### src/rtl/burst_defines.svh
// Named constants for the four-word burst memory port.
// Assumes inclusion by bare name from the package, compiled ahead of the design modules.
`ifndef BURST_DEFINES_SVH
`define BURST_DEFINES_SVH

`define SYNC_STAGES      3
`define BURST_LEN        4
`define BEAT_W           2
`define BEAT_LAST        2'h3
`define BEAT_FIRST       2'h0
`define BEAT_SECOND      2'h1
`define LAT_CNT_W        2
`define LAT_PLL_EDGES    2'h3
`define LAT_BYPASS_EDGES 2'h2
`define LAT_CNT_ONE      2'h1
`define LANE_W_BYTE      9
`define LANE_W_NIBBLE    4
`define NIBBLE_DATA_W    8
`define NARROW_DATA_W    9
`define MID_DATA_W       18
`define AW_NARROW        20
`define AW_MID           19
`define AW_WIDE          18
`define NIBBLE_SEL_W     2
`define BYTE_SEL_W       4
`define STORE_AW         4
`define CLK_W            4
`define CTL_W            8
`define BIT_KP           0
`define BIT_KN           1
`define BIT_CP           2
`define BIT_CN           3
`define BIT_WSEL         4
`define BIT_RSEL         5
`define BIT_PLLN         6
`define BIT_SINGLE       7
`define CTL_RESET        8'h7a
`define CLK_RESET        4'ha

`endif

### src/rtl/burst_pkg.sv
// Types and width functions shared by the burst memory port modules.
// Assumes burst_defines.svh is on the include path.
`include "burst_defines.svh"

package burst_pkg;

  typedef logic [`BEAT_W-1:0] beat_t;

  typedef enum logic [1:0] {
    WR_IDLE,
    WR_BEAT1,
    WR_BEAT2,
    WR_BEAT3
  } wr_state_e;

  typedef enum logic [1:0] {
    OUT_IDLE,
    OUT_DRIVE,
    OUT_HOLD
  } out_state_e;

  function automatic int lane_w(input int dataW);
    return (dataW == `NIBBLE_DATA_W) ? `LANE_W_NIBBLE : `LANE_W_BYTE;
  endfunction : lane_w

  function automatic int lane_count(input int dataW);
    return dataW / lane_w(dataW);
  endfunction : lane_count

  function automatic int addr_w(input int dataW);
    if (dataW <= `NARROW_DATA_W) begin
      return `AW_NARROW;
    end
    return (dataW == `MID_DATA_W) ? `AW_MID : `AW_WIDE;
  endfunction : addr_w

endpackage : burst_pkg

### src/rtl/mem_if.sv
// Carrier between the port logic and its burst storage.
// Assumes both ends are built with the same data and address widths.
`timescale 1ns/100ps

interface mem_if #(
  parameter int DATA_W = 36,
  parameter int AW     = 18,
  parameter int LANES  = 4
);
  import burst_pkg::*;
  logic                             wrEn;
  logic [AW-1:0]                    wrAddr;
  beat_t                            wrBeat;
  logic [DATA_W-1:0]                wrData;
  logic [LANES-1:0]                 wrLaneEn;
  logic [AW-1:0]                    rdAddr;
  logic [`BURST_LEN-1:0][DATA_W-1:0] rdWords;

  modport ctrl  (output wrEn, wrAddr, wrBeat, wrData, wrLaneEn, rdAddr,
                 input  rdWords);
  modport store (input  wrEn, wrAddr, wrBeat, wrData, wrLaneEn, rdAddr,
                 output rdWords);
endinterface : mem_if

### src/rtl/pin_sampler.sv
// Three-stage sampler for pins from outside the core clock domain.
// Assumes a level counts only once stages two and three agree.
`timescale 1ns/100ps

module pin_sampler #(
  parameter int               WIDTH     = 8,
  parameter logic [WIDTH-1:0] RESET_VAL = '0
)(
  input  wire logic             core_clk, // Core clock
  input  wire logic             rstn,     // Async reset, active low
  input  wire logic [WIDTH-1:0] pinIn,    // Raw pins
  output wire logic [WIDTH-1:0] levelOut  // Agreed level
);
  logic [WIDTH-1:0] stage1_reg;
  logic [WIDTH-1:0] stage2_reg;
  logic [WIDTH-1:0] stage3_reg;
  logic [WIDTH-1:0] level_reg;
  logic [WIDTH-1:0] differ;

  assign differ   = stage2_reg ^ stage3_reg;
  assign levelOut = level_reg;

  always_ff @(posedge core_clk or negedge rstn) begin
    if (!rstn) begin
      stage1_reg <= RESET_VAL;
      stage2_reg <= RESET_VAL;
      stage3_reg <= RESET_VAL;
    end else begin
      stage1_reg <= pinIn;
      stage2_reg <= stage1_reg;
      stage3_reg <= stage2_reg;
    end
  end

  // Bits in disagreement keep their previous level
  always_ff @(posedge core_clk or negedge rstn) begin
    if (!rstn) begin
      level_reg <= RESET_VAL;
    end else begin
      level_reg <= (stage2_reg & ~differ) | (level_reg & differ);
    end
  end
endmodule : pin_sampler

### src/rtl/burst_array.sv
// Burst storage: four words per row, lane-masked writes, flop based.
// Assumes only the low STORE_AW row bits select a row.
`timescale 1ns/100ps

module burst_array #(
  parameter int DATA_W   = 36,
  parameter int LANE_W   = 9,
  parameter int STORE_AW = 4
)(
  input wire logic core_clk, // Core clock
  input wire logic rstn,     // Reset, used by checks only
  mem_if.store     mem       // Port logic side
);
  import burst_pkg::*;
  localparam int IDX_W = STORE_AW + `BEAT_W;
  localparam int WORDS = 2 ** IDX_W;

  logic [DATA_W-1:0] store_reg [WORDS];
  logic [IDX_W-1:0]  wrIdx;

  assign wrIdx = {mem.wrAddr[STORE_AW-1:0], mem.wrBeat};

  // Lanes with a low enable keep their old contents
  always_ff @(posedge core_clk) begin
    if (mem.wrEn) begin
      for (int b = 0; b < DATA_W; b++) begin
        if (mem.wrLaneEn[b / LANE_W]) begin
          store_reg[wrIdx][b] <= mem.wrData[b];
        end
      end
    end
  end

  always_comb begin
    for (int w = 0; w < `BURST_LEN; w++) begin
      mem.rdWords[w] = store_reg[{mem.rdAddr[STORE_AW-1:0],
                                  beat_t'(w)}];
    end
  end
endmodule : burst_array

### src/rtl/quad_rate_sram_burst4_port.sv
// Pin-level port logic of a double-rate burst memory with split ports.
// Assumes link clocks far slower than core_clk, sampled as plain pins.
`timescale 1ns/100ps

// Overview of operation
// - Write data taken on both input clock edges
// - Low write select at input rise starts write
// - High write select ignores write data
// - Nibble selects gate low and high nibbles
// - Byte selects gate nine-bit data lanes
// - Deselected lane keeps its stored contents
// - Selects sampled on same edge as data
// - One shared address bus for both ports
// - One array of four-word rows, address width set by data
// - Address ignored when its port deselected
// - Read data launched on output clock edges, on input clock edges in single clock mode
// - Deselected read port floats its data bus
// - Low read select at input rise starts read
// - Pending read finishes, then bus floats
// - Every read returns four sequential words
// - Accesses start only at input positive rise
// - Bypass low selects one-cycle read latency
// - Free-running echo clock follows output clock, input clock in single clock mode
module quad_rate_sram_burst4_port #(
  parameter  int DATA_W   = 36,
  parameter  int STORE_AW = `STORE_AW,
  localparam int AW       = burst_pkg::addr_w(DATA_W),
  localparam int LANES    = burst_pkg::lane_count(DATA_W)
)(
  input  wire logic                     core_clk,        // Core clock
  input  wire logic                     rstn,            // Reset, low
  input  wire logic                     inputTimingPos,  // Input clock
  input  wire logic                     inputTimingNeg,  // Its inverse
  input  wire logic                     outputTimingPos, // Output clock
  input  wire logic                     outputTimingNeg, // Its inverse
  input  wire logic                     singleClockMode, // Strap, high
  input  wire logic                     pllBypassN,      // Bypass, low
  input  wire logic                     writePortSelN,   // Write, low
  input  wire logic                     readPortSelN,    // Read, low
  input  wire logic [AW-1:0]            rowPointer,      // Burst address
  input  wire logic [DATA_W-1:0]        writeBusIn,      // Write data
  input  wire logic [`NIBBLE_SEL_W-1:0] nibbleWriteSelN, // Nibble masks
  input  wire logic [`BYTE_SEL_W-1:0]   byteWriteSelN,   // Byte masks
  output wire logic [DATA_W-1:0]        readBusOut,      // Read data
  output wire logic                     readBusOe,       // Drive enable
  output wire logic                     echoTimingPos,   // Echo clock
  output wire logic                     echoTimingNeg    // Its inverse
);
  import burst_pkg::*;
  localparam int SAMP_W = AW + LANES + DATA_W;

  logic [`CTL_W-1:0] ctlRaw;
  logic [`CTL_W-1:0] ctlS;
  logic [LANES-1:0]  laneSelRaw;
  logic [SAMP_W-1:0] datS;
  logic [`CLK_W-1:0] prevClk_reg;
  logic              kRise;
  logic              knRise;
  logic              cRise;
  logic              cnRise;
  logic              outPosEdge;
  logic              outNegEdge;
  logic              outEdge;
  logic              single;
  logic              wselS;
  logic              rselS;
  logic [DATA_W-1:0] wrDataS;
  logic [LANES-1:0]  laneSelS;
  logic [AW-1:0]     addrS;

  mem_if #(.DATA_W(DATA_W), .AW(AW), .LANES(LANES)) mem ();

  // Nibble masks serve the eight-bit build, byte masks all others
  generate
    if (DATA_W == `NIBBLE_DATA_W) begin : g_nibble
      assign laneSelRaw = nibbleWriteSelN;
    end else begin : g_byte
      assign laneSelRaw = byteWriteSelN[LANES-1:0];
    end
  endgenerate

  assign ctlRaw = {singleClockMode, pllBypassN, readPortSelN,
                   writePortSelN, outputTimingNeg, outputTimingPos,
                   inputTimingNeg, inputTimingPos};

  pin_sampler #(.WIDTH(`CTL_W), .RESET_VAL(`CTL_RESET)) ctl_sampler (
    .core_clk (core_clk),
    .rstn     (rstn),
    .pinIn    (ctlRaw),
    .levelOut (ctlS)
  );

  // Same depth as the clocks, so each beat lines up with its edge
  pin_sampler #(.WIDTH(SAMP_W)) data_sampler (
    .core_clk (core_clk),
    .rstn     (rstn),
    .pinIn    ({rowPointer, laneSelRaw, writeBusIn}),
    .levelOut (datS)
  );

  burst_array #(
    .DATA_W   (DATA_W),
    .LANE_W   (lane_w(DATA_W)),
    .STORE_AW (STORE_AW)
  ) array (
    .core_clk (core_clk),
    .rstn     (rstn),
    .mem      (mem.store)
  );

  assign wrDataS  = datS[DATA_W-1:0];
  assign laneSelS = datS[DATA_W+LANES-1:DATA_W];
  assign addrS    = datS[SAMP_W-1:DATA_W+LANES];
  assign wselS    = ctlS[`BIT_WSEL];
  assign rselS    = ctlS[`BIT_RSEL];
  assign single   = ctlS[`BIT_SINGLE];

  always_ff @(posedge core_clk or negedge rstn) begin
    if (!rstn) begin
      prevClk_reg <= `CLK_RESET;
    end else begin
      prevClk_reg <= ctlS[`CLK_W-1:0];
    end
  end

  assign kRise  = ctlS[`BIT_KP] & ~prevClk_reg[`BIT_KP];
  assign knRise = ctlS[`BIT_KN] & ~prevClk_reg[`BIT_KN];
  assign cRise  = ctlS[`BIT_CP] & ~prevClk_reg[`BIT_CP];
  assign cnRise = ctlS[`BIT_CN] & ~prevClk_reg[`BIT_CN];
  // Single clock mode launches read data on the input pair
  assign outPosEdge = single ? kRise : cRise;
  assign outNegEdge = single ? knRise : cnRise;
  assign outEdge    = outPosEdge | outNegEdge;

  // Write burst
  wr_state_e     wrState_reg;
  wr_state_e     wrState_next;
  logic [AW-1:0] wrAddr_reg;
  logic          wrFire;

  always_comb begin
    wrFire       = 1'b0;
    wrState_next = wrState_reg;
    unique case (wrState_reg)
      WR_IDLE: begin
        wrFire       = kRise & ~wselS;
        wrState_next = wrFire ? WR_BEAT1 : WR_IDLE;
      end
      WR_BEAT1: begin
        wrFire       = knRise;
        wrState_next = wrFire ? WR_BEAT2 : WR_BEAT1;
      end
      WR_BEAT2: begin
        wrFire       = kRise;
        wrState_next = wrFire ? WR_BEAT3 : WR_BEAT2;
      end
      WR_BEAT3: begin
        wrFire       = knRise;
        wrState_next = wrFire ? WR_IDLE : WR_BEAT3;
      end
    endcase
  end

  always_ff @(posedge core_clk or negedge rstn) begin
    if (!rstn) begin
      wrState_reg <= WR_IDLE;
    end else begin
      wrState_reg <= wrState_next;
    end
  end

  // Address kept only from a selected start edge
  always_ff @(posedge core_clk or negedge rstn) begin
    if (!rstn) begin
      wrAddr_reg <= '0;
    end else if (wrState_reg == WR_IDLE && wrFire) begin
      wrAddr_reg <= addrS;
    end
  end

  assign mem.wrEn     = wrFire;
  assign mem.wrAddr   = (wrState_reg == WR_IDLE) ? addrS : wrAddr_reg;
  assign mem.wrBeat   = beat_t'(wrState_reg);
  assign mem.wrData   = wrDataS;
  assign mem.wrLaneEn = ~laneSelS;

  // Read request and latency
  logic                  rdReq;
  logic                  pendValid_reg;
  logic [`LAT_CNT_W-1:0] pendCnt_reg;
  logic [AW-1:0]         pendAddr_reg;
  logic                  startBurst;

  assign rdReq      = kRise & ~rselS;
  assign startBurst = outEdge & pendValid_reg & (pendCnt_reg == '0);

  always_ff @(posedge core_clk or negedge rstn) begin
    if (!rstn) begin
      pendValid_reg <= 1'b0;
      pendCnt_reg   <= '0;
      pendAddr_reg  <= '0;
    end else begin
      if (startBurst) begin
        pendValid_reg <= 1'b0;
      end else if (outEdge && pendValid_reg) begin
        pendCnt_reg <= pendCnt_reg - `LAT_CNT_ONE;
      end
      // A new request wins over the edge it lands on
      if (rdReq) begin
        pendValid_reg <= 1'b1;
        pendAddr_reg  <= addrS;
        pendCnt_reg   <= (ctlS[`BIT_PLLN] ? `LAT_PLL_EDGES
                                          : `LAT_BYPASS_EDGES)
                         - `LAT_CNT_ONE;
      end
    end
  end

  assign mem.rdAddr = pendAddr_reg;

  // Read burst output
  out_state_e                         outState_reg;
  beat_t                              beatIdx_reg;
  logic [`BURST_LEN-1:0][DATA_W-1:0]  words_reg;
  logic [DATA_W-1:0]                  readBusOut_reg;
  logic                               readBusOe_reg;

  always_ff @(posedge core_clk or negedge rstn) begin
    if (!rstn) begin
      outState_reg   <= OUT_IDLE;
      beatIdx_reg    <= `BEAT_FIRST;
      words_reg      <= '0;
      readBusOut_reg <= '0;
      readBusOe_reg  <= 1'b0;
    end else begin
      unique case (outState_reg)
        OUT_IDLE, OUT_HOLD: begin
          if (startBurst) begin
            words_reg      <= mem.rdWords;
            readBusOut_reg <= mem.rdWords[`BEAT_FIRST];
            readBusOe_reg  <= 1'b1;
            beatIdx_reg    <= `BEAT_SECOND;
            outState_reg   <= OUT_DRIVE;
          end else if (outState_reg == OUT_HOLD && outPosEdge) begin
            readBusOe_reg <= 1'b0;
            outState_reg  <= OUT_IDLE;
          end
        end
        OUT_DRIVE: begin
          if (outEdge) begin
            readBusOut_reg <= words_reg[beatIdx_reg];
            beatIdx_reg    <= beatIdx_reg + `BEAT_SECOND;
            if (beatIdx_reg == `BEAT_LAST) begin
              outState_reg <= OUT_HOLD;
            end
          end
        end
      endcase
    end
  end

  // Echo clock
  logic echoPos_reg;
  logic echoNeg_reg;

  always_ff @(posedge core_clk or negedge rstn) begin
    if (!rstn) begin
      echoPos_reg <= 1'b0;
      echoNeg_reg <= 1'b0;
    end else begin
      echoPos_reg <= single ? ctlS[`BIT_KP] : ctlS[`BIT_CP];
      echoNeg_reg <= single ? ctlS[`BIT_KN] : ctlS[`BIT_CN];
    end
  end

  assign readBusOut    = readBusOut_reg;
  assign readBusOe     = readBusOe_reg;
  assign echoTimingPos = echoPos_reg;
  assign echoTimingNeg = echoNeg_reg;
endmodule : quad_rate_sram_burst4_port

### config.mk
export PLATFORM = sky130hd
export DESIGN_NAME = quad_rate_sram_burst4_port
export DESIGN_NICKNAME = d
export VERILOG_FILES = /design/src/rtl/burst_pkg.sv /design/src/rtl/mem_if.sv /design/src/rtl/pin_sampler.sv /design/src/rtl/burst_array.sv /design/src/rtl/quad_rate_sram_burst4_port.sv
export VERILOG_INCLUDE_DIRS = /design/src /design/src/rtl
export SDC_FILE = /design/constraint.sdc
export NUM_CORES = 2
export LEC_CHECK = 0
export BUFFER_PORTS_ARGS = -buffer_cell sky130_fd_sc_hd__clkbuf_2
export CAP_MARGIN = 20
export CORE_UTILIZATION = 55
export DETAILED_ROUTE_END_ITERATION = 10
export GPL_TIMING_DRIVEN = 1
export PLACE_DENSITY = 0.74
export SLEW_MARGIN = 40
export SYNTH_ARGS = -nofsm -noshare
export SYNTH_HDL_FRONTEND = slang
export SYNTH_SLANG_ARGS = --single-unit
### constraint.sdc
create_clock -name core_clk -period 4.5 [get_ports core_clk]
set_input_delay 1.35 -clock core_clk [delete_from_list [all_inputs] [get_ports core_clk]]
set_output_delay 1.35 -clock core_clk [all_outputs]
set_load 0.01 [all_outputs]
Word-level counts from Yosys, hierarchy flattened
Memory sizes are Yosys's and may differ from the RTL's. A register that Yosys moved wholly into a read port is not among the register bits.
Cells that the tools add are included.
{"block": "totals", "ff_bits": 360, "mem_bits_rw": 2304, "output_inout_bits": 39, "wordCells": 126, "memories": 1}
{"name": "array.store_reg", "words": 64, "word_bits": 36, "read_ports": 4, "rd_ports_with_merged_regs": 3, "wr": 1, "line": "burst_array.sv:18", "source": "logic [DATA_W-1:0] store_reg [WORDS];"}
{"block": "op_classes", "addsub": 3, "magnitude_cmp": 1, "eq_ne": 11, "muxes": 44, "n_bitwise": 26, "reduce_logical": 19}
{"operator": "AND 58 bit", "count": 2}
{"operator": "two-way mux 36 bit", "count": 3}
{"operator": "binary-select mux 36 bit (select 2 bit)", "count": 1}
{"operator": "one-hot mux 36 bit (2 select lines)", "count": 1}
{"operator": "NOT 58 bit", "count": 1}
{"operator": "bitwise OR 58 bit", "count": 1}
{"operator": "XOR 58 bit", "count": 1}
{"operator": "two-way mux 1 bit", "count": 23}
{"operator": "two-way mux 2 bit", "count": 11}
{"operator": "AND 8 bit", "count": 2}
{"operator": "AND 1 bit", "count": 8}
{"operator": "equality test 2 bit, second input constant", "count": 4}
{"operator": "!= test 2 bit, second input constant", "count": 4}
{"operator": "NOT 8 bit", "count": 1}
{"operator": "bitwise OR 8 bit", "count": 1}
{"operator": "one-hot mux 2 bit (2 select lines)", "count": 2}
{"operator": "one-hot mux 2 bit (4 select lines)", "count": 1}
{"operator": "AND reduction 2 bit", "count": 4}
{"operator": "XOR 8 bit", "count": 1}
{"operator": "logical NOT 2 bit", "count": 3}
{"operator": "NOT 1 bit", "count": 6}
{"operator": "nonzero test 2 bit", "count": 3}
{"operator": "equality test 2 x 1 -> 1 bit, second input constant", "count": 2}
{"operator": "two-way mux 4 bit", "count": 1}
{"operator": "11 further kinds", "count": 17}

Logic depth before layout (Yosys ltp)
{"block": "logic_depth", "ltp_word": 8, "depth_mapped": 10, "ltp_nobuf": 5}

Hierarchy
A second synthesis with hierarchy kept.
{"block": "unflattened", "cells_unflattened": 4963, "hier_area_um2": 105687.6}
{"module": "burst_array", "n_inst": 1, "cells_per_inst": 4002, "area_per_inst_um2": 87765.4, "seq_area_each_um2": 69186.4}
{"module": "quad_rate_sram_burst4_port", "n_inst": 1, "cells_per_inst": 631, "area_per_inst_um2": 10547.6, "seq_area_each_um2": 5808.1}
{"module": "pin_sampler at data_sampler", "n_inst": 1, "cells_per_inst": 290, "area_per_inst_um2": 6458.7, "seq_area_each_um2": 5805.6}
{"module": "pin_sampler at ctl_sampler", "n_inst": 1, "cells_per_inst": 40, "area_per_inst_um2": 915.9, "seq_area_each_um2": 825.8}

Least setup slack after synthesis
Ideal clock, no wire load.
{"block": "synth_path", "kind": "reg2reg", "from": "reg wrState_reg[1], in the netlist mem.wrBeat[1]", "to": "mem array.store_reg[32][0] (enable)", "arrival_ns": 2.281, "required_ns": 4.113, "slack_ns": 1.832, "path_stages_with_launch": 7, "n_path_buf": 2, "synth_period_minus_slack_ns": 2.668, "path_cell_list": "dfrtp_1 > clkbuf_1 > nor2_2 > mux2i_1 > nand2_1 > clkbuf_1 > nor3_1"}
{"block": "synth_via", "elab_chain_len": 5, "word_cells_on_any_way": 9}
{"item": "from (decl)", "line": "quad_rate_sram_burst4_port.sv:136", "source": "wr_state_e wrState_reg;"}
{"item": "from (signal assigned)", "line": "quad_rate_sram_burst4_port.sv:168", "source": "wrState_reg <= wrState_next;"}
{"item": "equality test 2 bit / equality test 2 x 1 -> 1 bit (equally long branches)", "line": "quad_rate_sram_burst4_port.sv:144", "source": "unique case (wrState_reg)"}
{"item": "OR reduction 2 bit (no line)"}
{"item": "one-hot mux 1 bit (3 select lines)", "line": "quad_rate_sram_burst4_port.sv:144"}
{"item": "two-way mux 1 bit", "line": "burst_array.sv:25", "source": "if (mem.wrEn) begin"}
{"item": "two-way mux 1 bit (implied by the code)", "line": "burst_array.sv:28", "source": "store_reg[wrIdx][b] <= mem.wrData[b];"}
{"item": "to (decl)", "line": "burst_array.sv:18"}
Parallel ways exist; a longest one is shown, timed or not.

Worst setup path after layout
{"block": "layout_path", "from": "reg wrState_reg[1], in the netlist mem.wrBeat[1]", "to": "mem array.store_reg[35][27] (enable)"}
Same word-level chain as after synthesis.

==> results_dict.tcl <==
set metrics [dict create \
    arrival_ns 4.37 \
    wl_per_cell_um 30.4 \
    dp_cells 7627 \
    cpMostUsedCell "buf_4" \
    clockBufferDepth 4 \
    fin_skew_ns 0.0454 \
    grt_usage 0.263 \
    end_kind "flop" \
    die_x_um 436 \
    cap_violations 0 \
    critPathKind "flop to flop" \
    clock-root-buffer "clkbuf_16" \
    cp.required_ns 5.12 \
    io_pins 109 \
    cts_sinks 2716 \
    path_max_fanout 13 \
    setup_viol 0 \
    drt_wl_total_um 247000 \
    final_hold_viol_count 0 \
    rrSetupSlack_ns 0.75 \
    final_common_cell "edfxtp_1" \
    cpPeakStageDelay_ns 0.62 \
    ys_types 62 \
    die_h_um 436 \
    grt_max_degree 85 \
    slew_headroom 0.424 \
    fmax_mhz 266 \
    clk_pin_slew_ns 0.06 \
    seq_area_frac_synth 0.768 \
    ir_drop_uv 547 \
    io_buffers 92 \
    vias 51900 \
    antenna_found_initial 12 \
    cts_tree "yes" \
    path_cells "nor2_2 > mux2i_1 > nand2_2 > buf_4 > nor3_1 > buf_4" \
    min_period_over_period 0.834 \
    postCtsHoldBufs 0 \
    period_minus_slack_ns 3.75 \
    fillerInstances 12100 \
    synth_flop_cell "edfxtp_1" \
    netlist_area_um2 104000 \
    synth-seq-cells 2716 \
    grt_pass1_wl_um 365000 \
    grt_pass1_vias 53200 \
    tns_ns 0 \
    initialDrtViolationCount 6430 \
    area_growth_pct 14.4 \
    synth_cells 4959 \
    tightest_slew_ns 0.861 \
    layout.nets 5508 \
    cts_setup_buffers 0 \
    fin_total_pwr_mw 68.7 \
    drive_gt1_frac 0.292 \
    core_um2 186000 \
    yosysWarnings 0 \
    p_leak_nw 39.3 \
    mostFrequentLayoutCells "edfxtp_1, mux4_2, buf_4, dfrtp_1, clkbuf_16" \
    start_kind "flop" \
    ant_nets 0 \
    rsz0062_at_grt "no" \
    grt_overflow 0 \
    rows 158 \
    insertion_delay_ns 0.93 \
    first_pass_iters 6 \
    ys_async_sr_fraction 0.152 \
    gp_congestion 0.809 \
    dp_hpwl_um 147000 \
    synth_fp_nets 5030 \
    drv_slew 0 \
    avgSynthCellArea_um2 20.9 \
    fin_cells 8130 \
    status "finished, final reports clean" \
    start_util 0.556 \
    cp_slowest_cell "nand2_2" \
    dieArea_um2 190000 \
    drc 0 \
    cts_buffers 284 \
    hp-class "input port to async pin" \
    ctsResizeCount 0 \
    synth-edff-count 2304 \
    viasPerCell 6.38 \
    pwr_density_cell_nw_per_um2 580 \
    htreeDepth 5 \
    largest_register_ffs 2304 \
]
==> report_power, final <==
group / leakage [nW] / total [mW] / internal (mW) / switching, mW
Sequential: 25.5 / 30.8 / 28.9 / 1.88
Clock: 4.42 / 22.9 / 13.6 / 9.31
Combinational: 9.38 / 15.0 / 6.40 / 8.60
==> final timing paths <==
kind	cells past startpoint	from	end
min in group core_clk	0	data_sampler.stage1_reg[36]	data_sampler.stage2_reg[36]
setup reg to reg	6	mem.wrBeat[1]	array.store_reg[35][27]
max in group asynchronous	3	rstn	words_reg[96]
setup / recovery	6	mem.wrBeat[1]	array.store_reg[35][27]
hold reg to reg	0	data_sampler.stage1_reg[36]	data_sampler.stage2_reg[36]
hold / removal	1	rstn	words_reg[21]
==> logic make-up (layout without fill, tap and decap cells) <==
group,count (synthesis),in the layout,synth area share
flip-flops,2716,2716,0.768
other,0,2,0
XOR/XNOR,1,1,0.0000846
AO/OA/AOI/OAI,372,372,0.0278
multiplexers,802,802,0.149
AND/OR/NAND/NOR,674,674,0.0331
buffers and inverters,341,1030,0.0170
adder cells (fa/ha/maj),53,53,0.00515
==> per-layer routing <==
metal  vias up  global-route usage  share of wire
li1      21400                   -              -
met1     27400               0.369           0.39
met2      2591               0.416           0.48
met3       494              0.0508          0.092
met4         4              0.0979          0.037
met5         -                   0        0.00011
==> cells in the mapped netlist, types with 2 or more instances <==
master | count | area (µm²)
edfxtp_1 | 2304 | 69200
mux4_2 | 583 | 13100
dfrtp_1 | 390 | 9760
nor3_1 | 251 | 1260
a211oi_1 | 180 | 1350
mux2i_1 | 172 | 1720
nor2_1 | 136 | 510
buf_2 | 129 | 646
clkbuf_1 | 126 | 473
nor2b_1 | 118 | 738
nand2_1 | 66 | 248
maj3_1 | 52 | 521
mux2_2 | 47 | 529
buf_4 | 37 | 278
a221o_1 | 36 | 360
and3_1 | 36 | 225
and2_1 | 27 | 169
a2111oi_0 | 25 | 219
a311oi_1 | 25 | 219
a22oi_1 | 23 | 173
dfstp_2 | 22 | 578
buf_1 | 21 | 78.8
a31oi_1 | 20 | 125
a21oi_1 | 18 | 90.1
buf_6 | 18 | 203
o22ai_1 | 12 | 75.1
o21ai_0 | 11 | 55.1
nand3_1 | 8 | 40.0
nand2b_1 | 7 | 43.8
nand3b_1 | 7 | 52.6
o221ai_1 | 6 | 52.6
inv_1 | 5 | 18.8
buf_8 | 4 | 60.1
nor2_2 | 3 | 18.8
o211ai_1 | 3 | 22.5
a21o_1 | 2 | 15.0
o2bb2ai_1 | 2 | 17.5
or2_2 | 2 | 12.5
or3b_2 | 2 | 17.5
==> critical path, delay by kind of cell (launching register included) <==
kind / cells / cell delay, ns
and+or+nand+nor: 3 / 1.61
buffers and inverters: 2 / 0.71
muxes: 1 / 0.57
DFF: 1 / 0.53
==> per-stage QoR <==
step                      hold WS [ns]  worst slack (ns)  instance area [µm²]   util
after global routing             0.347             0.613               118000  0.636
final                            0.333             0.746               118000  0.636
after detailed placement         0.335             0.899               109000  0.586
after floorplan                  0.331              1.83               104000      -
after CTS                        0.320             0.836               118000  0.635
after global placement           0.333             0.857               109000  0.585
==> final cells by class <==
class,count,area (µm²),share of cell area
Timing Repair Buffer,527,4190,0.0354
Clock buffer,400,8060,0.0680
Inverter,6,25.0,0.000211
Multi-Input combinational cell,1902,22400,0.189
Tap cell,2480,3100,0.0262
Antenna cell,2,5.00,0.0000423
Clock inverter,97,978,0.00826
Sequential cell,2716,79600,0.673
Note: power is estimated with default switching activity, not from simulation.
